[config.mk]
export PLATFORM = sky130hd
export DESIGN_NAME = alsm_mapper
export DESIGN_NICKNAME = d
export VERILOG_FILES = /design/src/logic/alsm_pkg.sv /design/src/logic/alsm_frame_capture.sv /design/src/logic/alsm_lane_config.sv /design/src/logic/alsm_mapper.sv
export SDC_FILE = /design/constraint.sdc
export NUM_CORES = 1
export LEC_CHECK = 0
export ABC_CLOCK_PERIOD_IN_PS = 1800
export BUFFER_PORTS_ARGS = -buffer_cell sky130_fd_sc_hd__buf_2
export CORE_MARGIN = 4
export CORE_UTILIZATION = 30
export CTS_CLUSTER_SIZE = 28
export DETAILED_ROUTE_END_ITERATION = 10
export SLEW_MARGIN = 0
export SYNTH_ARGS = -nofsm -noshare
export SYNTH_HDL_FRONTEND = slang
export SYNTH_SLANG_ARGS = --single-unit
[constraint.sdc]
create_clock -name MCLK -period 1.8 [get_ports MCLK]
set_clock_uncertainty 0.2 [all_clocks]
set_input_delay 0.36 -clock MCLK [delete_from_list [all_inputs] [get_ports MCLK]]
set_output_delay 0.36 -clock MCLK [all_outputs]
set_load 0.01 [all_outputs]
[src/logic/alsm_pkg.sv]
package alsm_pkg;

  // ==========================================================
  // geometry
  localparam int N_CH = 4;
  localparam int N_SMP = 8;
  localparam int SMP_W = 9;
  localparam int N_LANES = 8;
  localparam int LANE_W = 40;

  // ==========================================================
  // link mode codes handled here
  localparam logic [3:0] MODE_4 = 4'h4;
  localparam logic [3:0] MODE_5 = 4'h5;
  localparam logic [3:0] MODE_6 = 4'h6;
  localparam logic [3:0] MODE_7 = 4'h7;
  localparam logic [3:0] MODE_8 = 4'h8;
  localparam logic [3:0] MODE_9 = 4'h9;
  localparam logic [3:0] MODE_10 = 4'ha;

  // ==========================================================
  // fill and reset values
  localparam logic [7:0] ZERO_OCTET = 8'h00;
  localparam logic [3:0] ZERO_NIBBLE = 4'h0;
  localparam logic [2:0] PAD3 = 3'h0;
  localparam logic PAD1 = 1'h0;
  localparam logic [7:0] RST_MASK = 8'h00;
  localparam logic [2:0] RST_OCTETS = 3'h0;
  localparam logic [3:0] RST_MODE = 4'h0;
  localparam logic [1:0] RST_PART = 2'h0;

  // ==========================================================
  // types
  typedef enum logic [1:0] {
    PART_SINGLE = 2'h0,
    PART_DUAL = 2'h1,
    PART_QUAD = 2'h2
  } alsm_part_e;

  typedef struct packed {
    logic [N_CH-1:0][N_SMP-1:0][SMP_W-1:0] smp;
  } alsm_frame_s;

  typedef struct packed {
    logic [N_LANES-1:0][LANE_W-1:0] lane;
  } alsm_lanes_s;

  typedef struct packed {
    logic [N_LANES-1:0] mask;
    logic [2:0] octets;
    logic err;
  } alsm_lcfg_s;

  // ==========================================================
  // sample field helpers
  function automatic logic [11:0] pad12(input logic [SMP_W-1:0] s);
    return {s, PAD3};
  endfunction

  function automatic logic [9:0] pad10(input logic [SMP_W-1:0] s);
    return {s, PAD1};
  endfunction

  function automatic logic [7:0] top8(input logic [SMP_W-1:0] s);
    return s[8:1];
  endfunction

endpackage

[src/logic/alsm_frame_capture.sv]
`timescale 1ns/1ps
module alsm_frame_capture
  import alsm_pkg::*;
(
  // clock and reset
  input wire logic clk,
  input wire logic rst,
  // sample side
  input wire logic in_valid,
  input alsm_frame_s in_frame,
  // mapper side
  output logic out_valid,
  output alsm_frame_s out_frame
);

  typedef struct packed {
    logic valid;
    alsm_frame_s frame;
  } alsm_cap_s;

  alsm_cap_s st_reg;
  alsm_cap_s st_next;

  // ==========================================================
  // hold a frame one cycle so the mapper sees stable samples
  always_comb begin
    st_next = st_reg;
    st_next.valid = in_valid;
    if (in_valid) begin
      st_next.frame = in_frame;
    end
  end

  always_ff @(posedge clk) begin
    if (rst) begin
      st_reg <= '0;
    end else begin
      st_reg <= st_next;
    end
  end

  assign out_valid = st_reg.valid;
  assign out_frame = st_reg.frame;

endmodule

[src/logic/alsm_lane_config.sv]
`timescale 1ns/1ps
module alsm_lane_config
  import alsm_pkg::*;
(
  // selected link
  input wire logic [3:0] mode,
  input wire logic [1:0] part,
  // lane plan
  output alsm_lcfg_s cfg
);

  // ==========================================================
  // lanes used: quad count, halved and rounded up for dual, single as listed
  function automatic logic [7:0] first_n(input int n);
    logic [7:0] m;
    m = '0;
    for (int i = 0; i < N_LANES; i++) begin
      m[i] = (i < n);
    end
    return m;
  endfunction

  always_comb begin
    int nq;
    int nd;
    int ns;
    nq = 0;
    nd = 0;
    ns = 0;
    cfg = '{mask: RST_MASK, octets: RST_OCTETS, err: 1'b0};
    unique case (mode)
      MODE_4: begin
        nq = 3; nd = 2; ns = 1; cfg.octets = 3'h2;
      end
      MODE_5: begin
        nq = 2; nd = 1; ns = 1; cfg.octets = 3'h2;
      end
      MODE_6: begin
        nq = 6; nd = 3; ns = 2; cfg.octets = 3'h2;
      end
      MODE_7: begin
        nq = 4; nd = 2; ns = 1; cfg.octets = 3'h1;
      end
      MODE_8: begin
        nq = 4; nd = 2; ns = 1; cfg.octets = 3'h3;
      end
      MODE_9: begin
        nq = 8; nd = 4; ns = 2; cfg.octets = 3'h1;
      end
      MODE_10: begin
        nq = 8; nd = 4; ns = 2; cfg.octets = 3'h5;
      end
      default: begin
        cfg.err = 1'b1;
      end
    endcase
    // dual and single parts drive only the low lanes
    unique case (part)
      PART_QUAD: cfg.mask = first_n(nq);
      PART_DUAL: cfg.mask = first_n(nd);
      PART_SINGLE: cfg.mask = first_n(ns);
      default: cfg.err = 1'b1;
    endcase
    if (cfg.err) begin
      cfg.mask = RST_MASK;
      cfg.octets = RST_OCTETS;
    end
  end

endmodule

[src/logic/alsm_mapper.sv]
`timescale 1ns/1ps
module alsm_mapper
  import alsm_pkg::*;
(
  // clock and reset
  input wire logic MCLK,
  input wire logic RST,
  // configuration, sampled only while streaming is off
  input wire logic STREAM_EN,
  input wire logic [3:0] LINK_MODE_SELECT,
  input wire logic [1:0] PART_CHANNELS,
  // converter samples
  input wire logic SAMPLE_VALID,
  input alsm_frame_s SAMPLES,
  // lane side
  output alsm_lanes_s LANE_DATA,
  output logic [7:0] LANE_ACTIVE,
  output logic [2:0] LANE_OCTETS,
  output logic LANE_VALID,
  output logic MODE_ERR
);

  typedef enum logic [1:0] {
    ST_IDLE = 2'b01,
    ST_RUN = 2'b10
  } alsm_state_e;

  typedef struct packed {
    alsm_state_e fsm;
    logic [3:0] mode;
    logic [1:0] part;
    alsm_lcfg_s cfg;
    alsm_lanes_s lanes;
    logic valid;
  } alsm_st_s;

  alsm_st_s st_reg;
  alsm_st_s st_next;

  logic cap_valid;
  alsm_frame_s cap_frame;
  alsm_lcfg_s new_cfg;

  // ==========================================================
  // submodules
  alsm_frame_capture u_capture (
    .clk(MCLK),
    .rst(RST),
    .in_valid(SAMPLE_VALID),
    .in_frame(SAMPLES),
    .out_valid(cap_valid),
    .out_frame(cap_frame)
  );

  // plan follows the live selection so it is ready at the start edge
  alsm_lane_config u_lane_cfg (
    .mode(LINK_MODE_SELECT),
    .part(PART_CHANNELS),
    .cfg(new_cfg)
  );

  // ==========================================================
  // packing; each lane word is left justified, octet 0 at [39:32]
  function automatic logic [39:0] left(input logic [39:0] v, input int bits);
    return v << (LANE_W - bits);
  endfunction

  // a sample the part does not have reads as zero
  function automatic logic [SMP_W-1:0] keep(input logic [SMP_W-1:0] s, input logic on);
    return on ? s : '0;
  endfunction

  // ==========================================================
  // three-lane group shared by modes 4 and 6: padded s0 and s1[8:5],
  // then s1[4:0] padded and s2[8:1], then s2[0] padded and padded s3
  typedef logic [2:0][LANE_W-1:0] alsm_trio_t;

  function automatic alsm_trio_t pack_trio(
    input logic [SMP_W-1:0] s0,
    input logic [SMP_W-1:0] s1,
    input logic [SMP_W-1:0] s2,
    input logic [SMP_W-1:0] s3
  );
    alsm_trio_t t;
    t[0] = left(40'({pad12(s0), s1[8:5]}), 16);
    t[1] = left(40'({s1[4:0], PAD3, s2[8:1]}), 16);
    t[2] = left(40'({s2[0], PAD3, pad12(s3)}), 16);
    return t;
  endfunction

  // ==========================================================
  // 9-bit modes with two octets per lane

  // mode 4: one trio for the first sample of every channel;
  // a single part has no B and a dual part no C, so those read zero
  function automatic alsm_lanes_s pack_m4(input logic [1:0] part, input alsm_frame_s f);
    alsm_lanes_s o;
    alsm_trio_t t;
    logic has_b;
    logic has_c;
    o = '0;
    has_b = (part != PART_SINGLE);
    has_c = (part == PART_QUAD);
    t = pack_trio(f.smp[0][0], keep(f.smp[1][0], has_b), keep(f.smp[2][0], has_c),
                  f.smp[3][0]);
    o.lane[0] = t[0];
    o.lane[1] = t[1];
    o.lane[2] = t[2];
    return o;
  endfunction

  // mode 6: two samples per channel, one trio per channel pair;
  // the C and D group is quad only and the lane mask blanks it elsewhere
  function automatic alsm_lanes_s pack_m6(input logic [1:0] part, input alsm_frame_s f);
    alsm_lanes_s o;
    alsm_trio_t t;
    logic has_b;
    o = '0;
    has_b = (part != PART_SINGLE);
    for (int g = 0; g < 2; g++) begin
      t = pack_trio(f.smp[2*g][0], f.smp[2*g][1], keep(f.smp[2*g+1][0], has_b || g == 1),
                    f.smp[2*g+1][1]);
      o.lane[3*g] = t[0];
      o.lane[3*g+1] = t[1];
      o.lane[3*g+2] = t[2];
    end
    return o;
  endfunction

  // ==========================================================
  // 8-bit modes keep the upper eight bits of each sample

  // mode 5: two channels per lane, one octet each;
  // lane 1 is quad only and the lane mask blanks it on other parts
  function automatic alsm_lanes_s pack_m5(input logic [1:0] part, input alsm_frame_s f);
    alsm_lanes_s o;
    logic has_b;
    o = '0;
    has_b = (part != PART_SINGLE);
    o.lane[0] = left(40'({top8(f.smp[0][0]),
                  has_b ? top8(f.smp[1][0]) : ZERO_OCTET}), 16);
    o.lane[1] = left(40'({top8(f.smp[2][0]), top8(f.smp[3][0])}), 16);
    return o;
  endfunction

  // mode 7: one octet per lane, one lane per channel
  function automatic alsm_lanes_s pack_m7(input alsm_frame_s f);
    alsm_lanes_s o;
    o = '0;
    for (int c = 0; c < N_CH; c++) begin
      o.lane[c] = left(40'(top8(f.smp[c][0])), 8);
    end
    return o;
  endfunction

  // mode 9: two lanes per channel, one octet each;
  // the even sample takes the lower lane of the pair
  function automatic alsm_lanes_s pack_m9(input alsm_frame_s f);
    alsm_lanes_s o;
    o = '0;
    for (int c = 0; c < N_CH; c++) begin
      o.lane[2*c] = left(40'(top8(f.smp[c][0])), 8);
      o.lane[2*c+1] = left(40'(top8(f.smp[c][1])), 8);
    end
    return o;
  endfunction

  // ==========================================================
  // modes that carry several samples of one channel per lane

  // mode 8: one lane per channel, two 12-bit fields, earlier first
  function automatic alsm_lanes_s pack_m8(input alsm_frame_s f);
    alsm_lanes_s o;
    o = '0;
    for (int c = 0; c < N_CH; c++) begin
      o.lane[c] = left(40'({pad12(f.smp[c][0]), pad12(f.smp[c][1])}), 24);
    end
    return o;
  endfunction

  // mode 10: two lanes per channel, lower lane even samples, upper odd;
  // four 10-bit fields fill the 40-bit word exactly
  function automatic alsm_lanes_s pack_m10(input alsm_frame_s f);
    alsm_lanes_s o;
    o = '0;
    for (int c = 0; c < N_CH; c++) begin
      for (int h = 0; h < 2; h++) begin
        o.lane[2*c+h] = {pad10(f.smp[c][h]), pad10(f.smp[c][h+2]),
                         pad10(f.smp[c][h+4]), pad10(f.smp[c][h+6])};
      end
    end
    return o;
  endfunction

  // ==========================================================
  // mode dispatch; a code outside 4 to 10 never reaches streaming,
  // the default only keeps the function total
  function automatic alsm_lanes_s map_frame(
    input logic [3:0] mode,
    input logic [1:0] part,
    input alsm_frame_s f
  );
    alsm_lanes_s o;
    o = '0;
    unique case (mode)
      MODE_4: begin
        o = pack_m4(part, f);
      end
      MODE_5: begin
        o = pack_m5(part, f);
      end
      MODE_6: begin
        o = pack_m6(part, f);
      end
      MODE_7: begin
        o = pack_m7(f);
      end
      MODE_8: begin
        o = pack_m8(f);
      end
      MODE_9: begin
        o = pack_m9(f);
      end
      MODE_10: begin
        o = pack_m10(f);
      end
      default: begin
        o = '0;
      end
    endcase
    return o;
  endfunction

  // blank every lane the part does not drive
  function automatic alsm_lanes_s gate(input alsm_lanes_s l, input logic [7:0] m);
    alsm_lanes_s o;
    o = '0;
    for (int i = 0; i < N_LANES; i++) begin
      o.lane[i] = m[i] ? l.lane[i] : '0;
    end
    return o;
  endfunction

  // ==========================================================
  // control
  always_comb begin
    st_next = st_reg;
    st_next.valid = 1'b0;
    unique case (st_reg.fsm)
      ST_IDLE: begin
        // selection only moves while no data flows; the receiver
        // cannot tell the packing apart from lane contents
        st_next.mode = LINK_MODE_SELECT;
        st_next.part = PART_CHANNELS;
        st_next.cfg = new_cfg;
        st_next.lanes = '0;
        if (STREAM_EN && !new_cfg.err) begin
          st_next.fsm = ST_RUN;
        end
      end
      ST_RUN: begin
        if (!STREAM_EN) begin
          st_next.fsm = ST_IDLE;
          st_next.lanes = '0;
        end else if (cap_valid) begin
          st_next.lanes = gate(map_frame(st_reg.mode, st_reg.part, cap_frame),
                               st_reg.cfg.mask);
          st_next.valid = 1'b1;
        end
      end
    endcase
  end

  always_ff @(posedge MCLK) begin
    if (RST) begin
      st_reg <= '{fsm: ST_IDLE, mode: RST_MODE, part: RST_PART,
                  cfg: '{mask: RST_MASK, octets: RST_OCTETS, err: 1'b0},
                  lanes: '0, valid: 1'b0};
    end else begin
      st_reg <= st_next;
    end
  end

  // ==========================================================
  // outputs, all straight from the state register
  assign LANE_DATA = st_reg.lanes;
  assign LANE_ACTIVE = st_reg.cfg.mask;
  assign LANE_OCTETS = st_reg.cfg.octets;
  assign LANE_VALID = st_reg.valid;
  assign MODE_ERR = st_reg.cfg.err;

endmodule

==> summary.txt <==
Status
  • Status: complete, but fails checks
  • Failing checks: negative setup slack

CTS
  • Total clock sinks: 607
  • H-Tree Depth: 3
  • Longest Clk Path Bufs: 3
  • Root Buffer: clkbuf_16
  • Inserted Clock Buffers: 72
  • CTS tree: done
  • Worst-Skew Late Latency: between 0.6 and 0.7 ns
  • Clock transition at the registers of the reported paths: ~0.060 ns

Route
  • Via count: 21980
  • Residual DRC: 0
  • Vias/cell: 4.805
  • First-pass DRT Iterations: 9
  • WL per Instance: about 22 um
  • Number of routed nets with antenna violations: 0
  • Routed Wire Length: between 100 and 150 mm
  • Initial DRC count: 1580

Layout
  • Largest register FFs: about 300
  • Layout cells sized above 1: around 34%
  • Design area: between 0.03 and 0.04 sq mm
  • Final Instance Count excl. Fillers: 4574
  • Number of nets in the layout: 3670
  • Synth-to-layout area growth: 42.83%

Logic synthesis
  • Commonest cells post-synth: 607 x dfxtp_1, 510 x nor2_1, 339 x buf_4, 299 x mux2i_1, 206 x a22oi_1
  • Post-synth EDFFs: 0
  • Synth Area per Inst: ~9.6 sq um
  • Post-Synthesis Cells: 2643
  • Synth area leaders: dfxtp_1 48%, mux2i_1 12%, buf_4 10%
  • Yosys warns: 0
  • Yosys reg bits: between 600 and 700
  • Primary FF master, synth: dfxtp_1
  • Most common cell in the netlist: dfxtp_1
  • Seq/Total Area, Yosys: a little under half
  • Yosys top cell area share: 47.99%
  • Synth area leader: dfxtp_1
  • Library cells used by synthesis: 63
  • Fraction of registers with async set/reset: 0%
  • Synthesized cell area: 0.02532 sq mm

Critical path
  • Crit path max fanout: 5
  • Startpoint Class: flip-flop
  • Sequence of cells on the critical path: buf_12 -> nor4bb_4 -> buf_6 -> nor2b_4 -> buf_6 -> a21boi_1 -> a221oi_1
  • Crit end category: flip-flop
  • Reg2Reg Capture Point: LANE_DATA[68]
  • Worst reg2reg setup slack: -0.15 ns
  • CP Launch Point: st_reg[335]
  • Most frequent CP cell: buf_6
  • CP top delay family: simple AND/OR/NAND/NOR gates
  • CP max-delay cell: dfxtp_4
  • R2r worst-path depth: 7
  • Worst R2R Start: st_reg[335]
  • CP Class: flip-flop to flip-flop
  • Required time worst endpoint: 2.10 ns
  • CP bufs+invs: 3
  • CP arrival: 2.25 ns
  • Crit-path max cell delay: 0.36 ns

STA
  • Final setup TNS: -5.359 ns
  • Final hold vios: 0
  • Worst slew margin: between 50 and 60%
  • Final worst-path cycle share: 108.5%
  • Final setup viols: 131
  • Worst-margin pin slew: 0.6295 ns
  • RSZ-0062 raised after global routing: true
  • Worst Slack Setup Final: -0.1527 ns
  • F_max: just over 0.5 GHz
  • Slew Limit Fails: 0
  • Final Critical Period: 1.953 ns

Placed design
  • HPWL Detailed: 69.26 mm
  • Placer's final routability congestion estimate: 0.8333
  • Pre-CTS WS: -0.2476 ns
  • Area after DPL: 0.02864 sq mm
  • Port Buffers: 607
  • Placed cells: 4066

Floorplanning
  • Initial Utilization: 30.25%
  • Num rows: 106
  • Core area: 0.08369 sq mm
  • Die height: 298.5 um
  • Die W: 298.5 um
  • I/O Pins: approximately 630
  • Die area: 0.08911 sq mm

Power and ir drop
  • Leak Pwr: 15.78 nW
  • Worst vdd ir: 0.0008300 V
  • P per Cell Area: 923.7 mW/mm^2

Worst hold path
  • Hold Path Origin: SAMPLE_VALID
  • HP Class: input pin to flip-flop
  • End of the worst hold path: u_capture.out_frame[88]
  • Cells on Worst Hold Path: 4

Global routing
  • Gr ovfl total: 0
  • Number of antenna violations at the first check in global routing: 14
  • Largest net degree at the start of global routing: 96
  • First-pass GRT wire length: 140.7 mm
  • Vias in the first global route: around 22000
  • GRT Total Usage: 20.62%

Flow run
  • Max cap viols: 0
## cell type report
class	instances	area [sq um]
diodes	11	27.53
clock buffers	102	2097
clock inverters	29	437.9
fillers	7980	47520
inverters	11	41.29
multi-input cells	1519	10640
flip-flops and latches	607	12190
well taps	1134	1419
repair buffers	1161	9309
## worst min-delay path, cell delays in order
cell     delay (ns)
buf_8          0.17
buf_12         0.18
mux2i_1        0.11
nor2_1         0.07
## worst max-delay path by stage
stage | slack (ns) | cells after the start | to
global placement | -0.26 | 6 | LANE_DATA[19]
CTS | -0.12 | 6 | LANE_DATA[115]
finish | -0.15 | 7 | LANE_DATA[68]
detailed placement | -0.25 | 6 | LANE_DATA[23]
global route | -0.23 | 6 | LANE_DATA[159]
floorplan | -0.004 | 5 | st_reg[339]
## layout by cell type, fill, tap and decap left out, drive strengths merged, types with 4 or more instances in the layout
master       instances
nand3                8
and3                 9
and3b                6
nor4b                5
a222oi              33
a22o                19
nand4b               6
and4bb               4
a21oi               43
dfxtp              607
o21ai               17
nor3b                4
a211oi              13
mux2i              299
clkbuf             121
buf                837
diode               11
nor3                 5
and4b                5
clkinv              14
bufinv               9
inv                 14
a22oi              206
nand2              134
dlygate4sd3        305
a31oi                6
nand4               11
mux2                 4
and2                 6
a221oi              56
conb                23
a2bb2oi              4
nor2b               10
a21boi              15
or3                  9
a32oi               20
nand2b              10
nor2               511
## power breakdown
part	total (mW)	internal, mW	switching, mW	leakage, nW
clock network	15.6	9.47	6.15	1.24
logic	3.49	1.81	1.68	9.58
registers	14.3	13.9	0.431	4.96
## metal layers
metal	share of wire (%)	routed length, um	track usage, %
met1	41	41170	25.47
met2	46	46240	33.28
met3	9.2	9219	7.228
met4	3.6	3643	7.430
met5	0.013	13	0
## per-stage QoR
stage	hold slack (ns)	utilization, %	total power [mW]
2_1_floorplan	0.2168	-	15.83
3_3_place_gp	0.2219	34.23	17.16
3_5_place_dp	0.2307	34.23	17.19
4_1_cts	0.09663	41.50	33.61
5_1_grt	0.1362	43.21	34.62
6_report	0.1472	43.21	33.40
## cells by family (layout without fill, tap and decap cells)
logic type / count (synthesis) / in the layout / synth area share (%)
XOR/XNOR: 1 / 1 / 0.06426
AND/OR/NAND/NOR: 745 / 747 / 12.70
buffers and inverters: 541 / 1303 / 13.50
flip-flops: 607 / 607 / 47.99
AO/OA/AOI/OAI: 445 / 445 / 13.73
multiplexers: 303 / 303 / 12.00
other: 1 / 34 / 0.01481
## repair_timing
| item | in CTS | in global routing |
|---|---|---|
| gates resized for setup | 97 | 184 |
| hold buffers | 305 | 0 |
| endpoints found under the setup margin | 290 | 262 |
| cloned | 5 | 18 |
| buffers inserted | 15 | 25 |
| hold endpoints to repair | 308 | 0 |
| pin swaps | 24 | 106 |
No activity file was read; power rests on OpenSTA's default activity.
